<file path="src/include/temp_warn_pkg.sv">
// package: register map, field layout, timing and carrier types for the warning comparator
package temp_warn_pkg;

  // register byte offsets on the wishbone slave (word aligned); THRESHOLD_OFFSET is a word index, not a byte offset
  localparam logic [15:0] THRESHOLD_OFFSET   = 16'hFE1A;
  // index times four; the top two index bits do not fit the 16-bit address
  localparam logic [15:0] THRESHOLD_ADDR     = {THRESHOLD_OFFSET[13:0], 2'b00};
  localparam logic [15:0] STATUS_ADDR        = 16'h3870;
  localparam logic [15:0] IRQ_STATUS_ADDR    = 16'h3874;
  localparam logic [15:0] IRQ_MASK_ADDR      = 16'h3878;
  localparam logic [15:0] READING_ADDR       = 16'h387C;

  // reset values
  localparam logic [7:0]  THRESHOLD_RESET    = 8'h03;
  localparam logic [1:0]  IRQ_MASK_RESET     = 2'h0;
  localparam logic [1:0]  IRQ_STATUS_RESET   = 2'h0;

  // field positions
  localparam int          STAT_WARN_BIT      = 0;
  localparam int          STAT_RAW_BIT       = 1;
  localparam int          IRQ_SET_BIT        = 0;
  localparam int          IRQ_CLR_BIT        = 1;

  // converter and threshold widths
  localparam int          READING_WIDTH      = 12;
  localparam int          COMPARE_WIDTH      = 9;

  // threshold code limits permitted to software, and step size in nanovolts
  localparam logic [7:0]  THRESHOLD_MIN      = 8'h03;
  localparam logic [7:0]  THRESHOLD_MAX      = 8'hFA;
  localparam int          STEP_NANOVOLT      = 3125000;

  // debounce timing
  localparam longint      CLOCK_HZ           = 20000000;
  localparam longint      DEBOUNCE_MS        = 100;
  localparam longint      DEBOUNCE_CYCLES    = (DEBOUNCE_MS * CLOCK_HZ) / 1000;

  // wishbone request carrier
  typedef struct packed
  {
    logic        cyc;
    logic        stb;
    logic        we;
    logic [3:0]  sel;
    logic [15:0] adr;
    logic [31:0] dat;
  } wb_req_type;

  // wishbone answer carrier
  typedef struct packed
  {
    logic        ack;
    logic        err;
    logic [31:0] dat;
  } wb_rsp_type;

endpackage

</file>
<file path="src/hdl/warn_debounce.sv">
// debounce filter: output follows input only after a full quiet interval
`timescale 1ns/1ns
module warn_debounce #(
  parameter int unsigned HOLD_CYCLES = 32'(temp_warn_pkg::DEBOUNCE_CYCLES)
)(
  input  wire logic core_clk,
  input  wire logic reset_n,
  input  wire logic raw_in,
  output logic      filt_out
);

  logic [31:0] count_ff;
  logic [31:0] nxt_count;
  logic        filt_ff;
  wire  logic  differs  = raw_in != filt_ff;
  wire  logic  expired  = count_ff >= HOLD_CYCLES - 32'd1;

  // counter restarts whenever input agrees with output, so a glitch resets it
  assign nxt_count = (differs && !expired) ? count_ff + 32'd1 : 32'd0;

  ////////////////////////////////////////////////////////////////
  always_ff @(posedge core_clk or negedge reset_n)
  begin
    if (!reset_n)
    begin
      count_ff <= 32'd0;
      filt_ff  <= 1'b0;
    end
    else
    begin
      count_ff <= nxt_count;
      if (differs && expired)
        filt_ff <= raw_in;
    end
  end

  assign filt_out = filt_ff;

endmodule // warn_debounce

</file>
<file path="src/hdl/warn_compare.sv">
// threshold compare: zero-extended code against upper converter bits
`timescale 1ns/1ns
module warn_compare (
  input  wire logic [7:0]                               threshold,
  input  wire logic [temp_warn_pkg::READING_WIDTH-1:0]  reading,
  output logic                                          below
);

  wire logic [temp_warn_pkg::COMPARE_WIDTH-1:0] ext_threshold;
  wire logic [temp_warn_pkg::COMPARE_WIDTH-1:0] top_reading;

  // extra msb of zero makes the compare unsigned over 9 bits
  assign ext_threshold = {1'b0, threshold};
  // low converter bits are dropped, not rounded
  assign top_reading   = reading[temp_warn_pkg::READING_WIDTH-1 -:
                                 temp_warn_pkg::COMPARE_WIDTH];
  assign below         = top_reading < ext_threshold;

endmodule // warn_compare

</file>
<file path="src/hdl/overtemp_warning_compare.sv">
// top: wishbone registers, compare, debounce and interrupt for the overtemperature warning
//
// Implementation choice: register access over Wishbone.
`timescale 1ns/1ns
// Behaviour
// - warning flag debounced over 100 ms
// - threshold zero-extended to nine bits
// - compare against upper nine converter bits
// - warning set when reading below threshold
// - one code step is 3.125 mV
module overtemp_warning_compare #(
  parameter int unsigned DEBOUNCE_LEN = 32'(temp_warn_pkg::DEBOUNCE_CYCLES)
)(
  input  wire logic                                     core_clk,
  input  wire logic                                     reset_n,
  input  wire temp_warn_pkg::wb_req_type                wb_req,
  output temp_warn_pkg::wb_rsp_type                     wb_rsp,
  input  wire logic [temp_warn_pkg::READING_WIDTH-1:0]  sensor_reading,
  output logic                                          temp_warning,
  output logic                                          irq
);

  ////////////////////////////////////////////////////////////////
  // register state
  logic [7:0]  threshold_ff;
  logic [1:0]  irq_status_ff;
  logic [1:0]  irq_mask_ff;
  logic        ack_ff;
  logic        err_ff;
  logic [31:0] rdata_ff;
  logic        warn_prev_ff;
  logic [31:0] nxt_rdata;

  wire logic   raw_below;
  wire logic   warn_flag;
  wire logic [1:0] nxt_irq_status;

  ////////////////////////////////////////////////////////////////
  // bus decode: one-cycle wait, ack in the cycle after the request
  wire logic   req      = wb_req.cyc && wb_req.stb && !ack_ff && !err_ff;
  wire logic   hit_thr  = wb_req.adr == temp_warn_pkg::THRESHOLD_ADDR;
  wire logic   hit_stat = wb_req.adr == temp_warn_pkg::STATUS_ADDR;
  wire logic   hit_irqs = wb_req.adr == temp_warn_pkg::IRQ_STATUS_ADDR;
  wire logic   hit_mask = wb_req.adr == temp_warn_pkg::IRQ_MASK_ADDR;
  wire logic   hit_rd   = wb_req.adr == temp_warn_pkg::READING_ADDR;
  wire logic   mapped   = hit_thr || hit_stat || hit_irqs || hit_mask || hit_rd;
  wire logic   wr_lane0 = req && wb_req.we && wb_req.sel[0];
  wire logic   wr_thr   = wr_lane0 && hit_thr;
  wire logic   wr_irqs  = wr_lane0 && hit_irqs;
  wire logic   wr_mask  = wr_lane0 && hit_mask;

  // events: warning rises and warning falls
  wire logic   ev_set   = warn_flag && !warn_prev_ff;
  wire logic   ev_clr   = !warn_flag && warn_prev_ff;
  wire logic [1:0] events = {ev_clr, ev_set};
  wire logic [1:0] w1c    = wr_irqs ? wb_req.dat[1:0] : 2'h0;

  // one sticky bit per event; a new event wins over a write-one-to-clear
  // in the same cycle, so an edge is never lost to a racing clear
  for (genvar b = 0; b < 2; b++)
  begin : g_status
    assign nxt_irq_status[b] = (irq_status_ff[b] && !w1c[b]) || events[b];
  end

  // read mux; unused bits read zero
  assign nxt_rdata =
    hit_thr  ? {24'h000000, threshold_ff} :
    hit_stat ? {30'h00000000, raw_below, warn_flag} :
    hit_irqs ? {30'h00000000, irq_status_ff} :
    hit_mask ? {30'h00000000, irq_mask_ff} :
    hit_rd   ? {20'h00000, sensor_reading} : 32'h00000000;

  ////////////////////////////////////////////////////////////////
  // bus answer registers
  always_ff @(posedge core_clk or negedge reset_n)
  begin
    if (!reset_n)
    begin
      ack_ff   <= 1'b0;
      err_ff   <= 1'b0;
      rdata_ff <= 32'h00000000;
    end
    else
    begin
      ack_ff   <= req && mapped;
      err_ff   <= req && !mapped;  // unmapped addresses answer with err
      rdata_ff <= (req && !wb_req.we) ? nxt_rdata : 32'h00000000;
    end
  end

  ////////////////////////////////////////////////////////////////
  // software registers; codes outside 0x03..0xFA are stored unchanged,
  // keeping the limit is software's job
  always_ff @(posedge core_clk or negedge reset_n)
  begin
    if (!reset_n)
    begin
      threshold_ff  <= temp_warn_pkg::THRESHOLD_RESET;
      irq_mask_ff   <= temp_warn_pkg::IRQ_MASK_RESET;
      irq_status_ff <= temp_warn_pkg::IRQ_STATUS_RESET;
      warn_prev_ff  <= 1'b0;
    end
    else
    begin
      if (wr_thr)
        threshold_ff <= wb_req.dat[7:0];
      if (wr_mask)
        irq_mask_ff <= wb_req.dat[1:0];
      irq_status_ff <= nxt_irq_status;
      warn_prev_ff  <= warn_flag;
    end
  end

  ////////////////////////////////////////////////////////////////
  // compare and debounce
  warn_compare u_compare (
    .threshold (threshold_ff),
    .reading   (sensor_reading),
    .below     (raw_below)
  );

  warn_debounce #(
    .HOLD_CYCLES (DEBOUNCE_LEN)
  ) u_debounce (
    .core_clk (core_clk),
    .reset_n  (reset_n),
    .raw_in   (raw_below),
    .filt_out (warn_flag)
  );

  ////////////////////////////////////////////////////////////////
  // outputs
  assign wb_rsp       = {ack_ff, err_ff, rdata_ff};
  assign temp_warning = warn_flag;
  assign irq          = |(irq_status_ff & irq_mask_ff);

  ////////////////////////////////////////////////////////////////
  // assertions
  // cycles the raw compare has disagreed with the flag since the flag last
  // moved; restarting on a flag change keeps a reading that flips right at
  // the change from being counted on top of the finished interval
  int unsigned hold_cnt;
  always_ff @(posedge core_clk or negedge reset_n)
  begin
    if (!reset_n)
      hold_cnt <= 0;
    else if (raw_below == warn_flag)
      hold_cnt <= 0;
    else if (warn_flag != warn_prev_ff)
      hold_cnt <= 1;
    else
      hold_cnt <= hold_cnt + 1;
  end
endmodule // overtemp_warning_compare

</file>
<file path="config.mk">
export PLATFORM = sky130hd
export DESIGN_NAME = overtemp_warning_compare
export DESIGN_NICKNAME = d
export VERILOG_FILES = /design/src/include/temp_warn_pkg.sv /design/src/hdl/warn_debounce.sv /design/src/hdl/warn_compare.sv /design/src/hdl/overtemp_warning_compare.sv
export SDC_FILE = /design/constraint.sdc
export NUM_CORES = 1
export LEC_CHECK = 0
export ABC_AREA = 1
export CORE_MARGIN = 4
export CORE_UTILIZATION = 55
export CTS_BUF_LIST = sky130_fd_sc_hd__clkbuf_8
export CTS_CLUSTER_DIAMETER = 100
export CTS_CLUSTER_SIZE = 28
export DETAILED_ROUTE_END_ITERATION = 12
export DONT_BUFFER_PORTS = 1
export PLACE_DENSITY_LB_ADDON = 0.2
export SLEW_MARGIN = 15
export SYNTH_ARGS = -nofsm -noshare
export SYNTH_HDL_FRONTEND = slang
export SYNTH_SLANG_ARGS = --single-unit
export TNS_END_PERCENT = 100
</file>
<file path="constraint.sdc">
create_clock -name core_clk -period 2.1 [get_ports core_clk]
set_clock_uncertainty 0.1 [all_clocks]
set_input_delay 0.21 -clock core_clk [delete_from_list [all_inputs] [get_ports core_clk]]
set_output_delay 0.21 -clock core_clk [all_outputs]
set_load 0.005 [all_outputs]
</file>
* Word level (Yosys, flattened, before mapping)
Cells that the tools add are included.
** Cells by class
- Add/subtract/negate cells :: 1
- Multiply operators :: 0
- Divide/modulo/power cells :: 0
- Magnitude comparators :: 2
- Eq/ne operators :: 6
- Shifts and indexed selects :: 0
- Multiplexer cells :: 8
- Bitwise logic cells :: 1
- Reductions and logical operators :: 33
** Operators by type and width (number)
- two-way mux 12 bit :: 6
- equality test 16 x 14 -> 1 bit, second input constant :: 4
- adder 32 x 1 -> 32 bit, second input constant :: 1
- >= comparator 32 x 21 -> 1 bit, second input constant :: 1
- two-way mux 32 bit :: 1
- logical AND 1 bit :: 17
- equality test 16 bit, second input constant :: 1
- logical NOT 1 bit :: 9
- less-than comparator 9 x 8 -> 1 bit :: 1
- logical OR 1 bit :: 6
- bitwise AND 2 bit :: 1
- two-way mux 2 bit :: 1
- OR reduction 2 bit :: 1
- != test 1 bit :: 1
** Word-level totals
- Register bits after elaboration :: 60
- Bits in latches :: 0
- RAM bits :: 0
- ROM bits :: 0
- Input bits :: 69
- Output and inout port bits :: 36
- Word-level logic and storage cells :: 60
- Memories kept :: 0

* Logic depth before layout (Yosys ltp)
- Depth after elaboration :: 10
- Mapped depth :: 14
- Mapped depth without buffers :: 13

* Hierarchy
Synthesis repeated with hierarchy kept, for this count alone.
** Unflattened totals
- Cells, all modules :: 401
- Area, all modules :: 3261.9 um^2
** Modules (own cells, without submodules)
- warn_debounce :: times used 1, cells each 177, area an instance 1549.0 um^2
- overtemp_warning_compare :: times used 1, cells each 189, area an instance 1505.2 um^2
- warn_compare :: times used 1, cells each 35, area an instance 207.7 um^2

* Least setup slack after synthesis
OpenSTA, ideal clock, no wires.
- Kind :: register -> register
- Start point :: register threshold_ff[1]
- End point :: register u_debounce.count_ff[8]
- Arrival :: 1.521 ns
- Setup slack :: 0.358 ns
- Stages on the path, launching flop included :: 13
- Clock period less this slack :: 1.742 ns
- Path through :: dfstp_2 inv_1 ha_1 nand2_1 nor2_1 nand3_1 nand3_1 inv_1 nand2_1 nand2_1 nand2_1 buf_4 nor2_1
** On the way
- Longest elaborated chain between the ends :: 4
** Ends and longest elaborated chain
- start: declaration :: line overtemp_warning_compare.sv:25 : logic [7:0] threshold_ff;
- start signal: assignment :: line overtemp_warning_compare.sv:98 : threshold_ff <= temp_warn_pkg::THRESHOLD_RESET;
- start signal: assignment :: line overtemp_warning_compare.sv:106 : threshold_ff <= wb_req.dat[7:0];
- less-than comparator 9 x 8 -> 1 bit :: line warn_compare.sv:17 : assign below = top_reading < ext_threshold;
- != test 1 bit :: line warn_debounce.sv:15 : wire logic differs = raw_in != filt_ff;
- logical AND 1 bit :: line warn_debounce.sv:19 : assign nxt_count = (differs && !expired) ? count_ff + 32'd1 : 32'd0;
- two-way mux 32 bit :: line warn_debounce.sv:19
- via u_debounce.nxt_count[8] :: line warn_debounce.sv:13 : logic [31:0] nxt_count;
- end signal: assignment :: line warn_debounce.sv:31 : count_ff <= nxt_count;
- end: declaration :: line warn_debounce.sv:12 : logic [31:0] count_ff;
The timed path passes the listed nets, and every way through them passes these cells.
A chain may end at the register's enable or synchronous reset.

* Worst setup path after layout
- Start point :: register threshold_ff[4]
- End point :: register u_debounce.count_ff[11]
The elaborated chain is that of the path after synthesis.

==> results.yml <==
critical_path:
  cp_slowest_stage_delay_ns: 0.37
  rr_worst_depth: 14
  crit_family: "simple AND/OR/NAND/NOR gates"
  cp.required_ns: 2.26
  crit_path_frequent_cell: "nand2_1"
  path_buf_inv: 4
  cp_max_fo: 20
  r2r_start: "threshold_ff[4]$_DFFE_PN0P_"
  cp_slowest_cell: "dfrtp_1"
  endpoint_kind: "flip-flop"
  worstSetupPathType: "flip-flop to flip-flop"
  cp.arrival_ns: 2.06
  r2r_slack_ns: 0.20
  start_kind: "flip-flop"
  r2r-end: "u_debounce.count_ff[11]$_DFF_PN0_"
  path_cells: "inv_1, ha_1, nand2_1, inv_1, nand2_1, nand2_1, nand2_1, nand3_2, inv_1, nand2_1, nand2_1, nand2_1, buf_12, nor2_1"
drt:
  routed-via-count: 2392
  drc_errors: 0
  wire_per_inst_um: 12.2
  drtIter0Drc: 99
  drt-pass1-iter-count: 4
  drt-vias-per-instance: 4.76
  postRouteAntennaNets: 0
  finalWirelength_um: 6120
global_routing:
  grt_max_degree: 61
  grt_first_pass_wirelength_um: 10600
  antenna_found_initial: 0
  grt_usage_pct: 18.7
  overflow: 0
  first_global_vias: 2392
power_and_ir_drop:
  power.total_mw: 2.28
  vdd_drop_max_uv: 510
  p_per_area_nw_per_um2: 617
  p_leak_nw: 1.72
layout:
  final_util_pct: 66.0
  nNetsFinal: 502
  layout-drive-gt1-share_pct: 11.4
  layout_common_cells: "nand2_1 (89), nor2_1 (59), dfrtp_1 (58), inv_1 (49), conb_1 (31)"
  final_cells: 503
  final_common_cell: "nand2_1"
  area_growth_pct: 14.0
  final_area_um2: 3700
timing:
  setup_viol: 0
  period_share_pct: 90.4
  hold-worst-slack_ns: 0.0206
  layout_setup_ws_ns: 0.202
  final.min_clock_period_ns: 1.90
  final.setup.tns_ns: 0
  hold_viol: 0
  fmax_mhz: 527
  drv_slew: 0
  rsz0062_at_grt: "false"
synth:
  netlist_top_cells_area: "dfrtp_1 (45%), nand2_1 (10%), nor2_1 (6.8%), inv_1 (5.7%), buf_4 (5.3%)"
  synth_cell_types: 31
  yosysWarnings: 0
  seq_area_frac_synth_pct: 46.3
  synth.ff_latch_count: 60
  syn_inst: 387
  synth_top_area_share_pct: 44.7
  syn_area_um2: 3250
  syn_area_per_cell_um2: 8.39
  yosys.area.top_type: "dfrtp_1"
placement:
  dpl-instance-area_um2: 3290
  dpl.hpwl_um: 4330
  dp_slack_ns: 0.191
  port_buffers: 0
  place_congestion: 0.848
  dp.cells: 466
clocking:
  root_buffer: "clkbuf_8"
  clkTransAtPathRegs_ns: 0.07
  clock_latency_ns: 0.33
  cts_buffers: 9
  cts_tree: "built"
  cts_sinks: 60
  htree_levels: 3
  cts_buffer_depth: 2
die:
  pin_count: 105
  initial_core_util_pct: 57.9
  die_w_um: 84.8
  fp-row-count: 27
  die_area_um2: 7200
  coreArea_um2: 5610
  die_y_um: 84.8
hold_path:
  hold_path_end: "rdata_ff[1]$_DFF_PN0_"
  min_path_type: "input port to flip-flop"
  hold_path_depth: 4
  holdCritStartpoint: "sensor_reading[1]"
status:
  status: "finished clean"
job:
  maxCapViolations: 0
==> how the worst max path moves through the flow <==
stage	slack, ns	end	start	cells after the start
after floorplan	0.36	u_debounce.count_ff[8]$_DFF_PN0_	threshold_ff[1]$_DFFE_PN1P_	12
after global placement	0.20	u_debounce.count_ff[18]$_DFF_PN0_	threshold_ff[1]$_DFFE_PN1P_	12
after detailed placement	0.19	u_debounce.count_ff[20]$_DFF_PN0_	threshold_ff[1]$_DFFE_PN1P_	12
after CTS	0.18	u_debounce.count_ff[11]$_DFF_PN0_	threshold_ff[1]$_DFFE_PN1P_	12
after global routing	0.01	u_debounce.count_ff[11]$_DFF_PN0_	threshold_ff[6]$_DFFE_PN0P_	12
final	0.20	u_debounce.count_ff[11]$_DFF_PN0_	threshold_ff[4]$_DFFE_PN0P_	14
==> Yosys cell counts (all sizes together) <==
cell type   n
nand2      93
nor2       70
dfrtp      58
inv        50
buf        24
nand3      16
a21oi      13
o21ai      13
nor3       10
ha          8
xnor2       7
xor2        7
mux2        6
nand4       4
dfstp       2
a21o        1
conb        1
nor3b       1
nor4        1
o22ai       1
or2         1
==> flip-flops by register name, summed over array words and instances, names as in the netlist <==
signal               flops
u_debounce.filt_out      1
u_debounce.count_ff     32
err_ff                   1
threshold_ff             8
rdata_ff                12
irq_mask_ff              2
irq_status_ff            2
ack_ff                   1
warn_prev_ff             1
==> layout make-up <==
| cell class | count | area (µm²) |
|---|---|---|
| repair buffers | 21 | 238 |
| clock inverters | 7 | 67.6 |
| multi-input cells | 283 | 1490 |
| well taps | 72 | 90.1 |
| clock buffers | 9 | 124 |
| flip-flops and latches | 60 | 1500 |
| diodes | 1 | 2.50 |
| fillers | 471 | 1910 |
| inverters | 50 | 188 |
==> layer usage <==
layer / wire, µm / up-vias / GRT usage [%]
li1: - / 1224 / -
met1: 2480 / 1108 / 20.0
met2: 3220 / 54 / 33.1
met3: 353 / 6 / 8.25
met4: 61 / 0 / 6.19
met5: 0 / - / 0
==> tightest hold or removal path: cells and delay by family <==
family,cells,cell delay (ns)
AOI/OAI and AO/OA,1,0.05
and+or+nand+nor,3,0.16
==> power breakdown <==
group	internal, mW	switching (mW)
registers	1.17	0.00668
logic	0.0512	0.0751
clock network	0.540	0.441
total	1.76	0.522
==> logic make-up after synthesis <==
kind of cell	Yosys count	share of synthesized area (%)
buffers and inverters	74	11.4
muxes	6	2.77
other	1	0.115
AOI/OAI and AO/OA	28	4.55
and+or+nand+nor	196	27.9
DFF	60	46.3
adders and majority gates	8	3.08
xor gates and xnor gates	14	3.78
==> repair_timing <==
action,4_1_cts,5_1_grt
hold buffers,20,0
hold endpoints to repair,80,0
endpoints found under the setup margin,0,2
setup buffers,0,0
gates resized for setup,0,1
No activity file was read; power rests on OpenSTA's default activity.
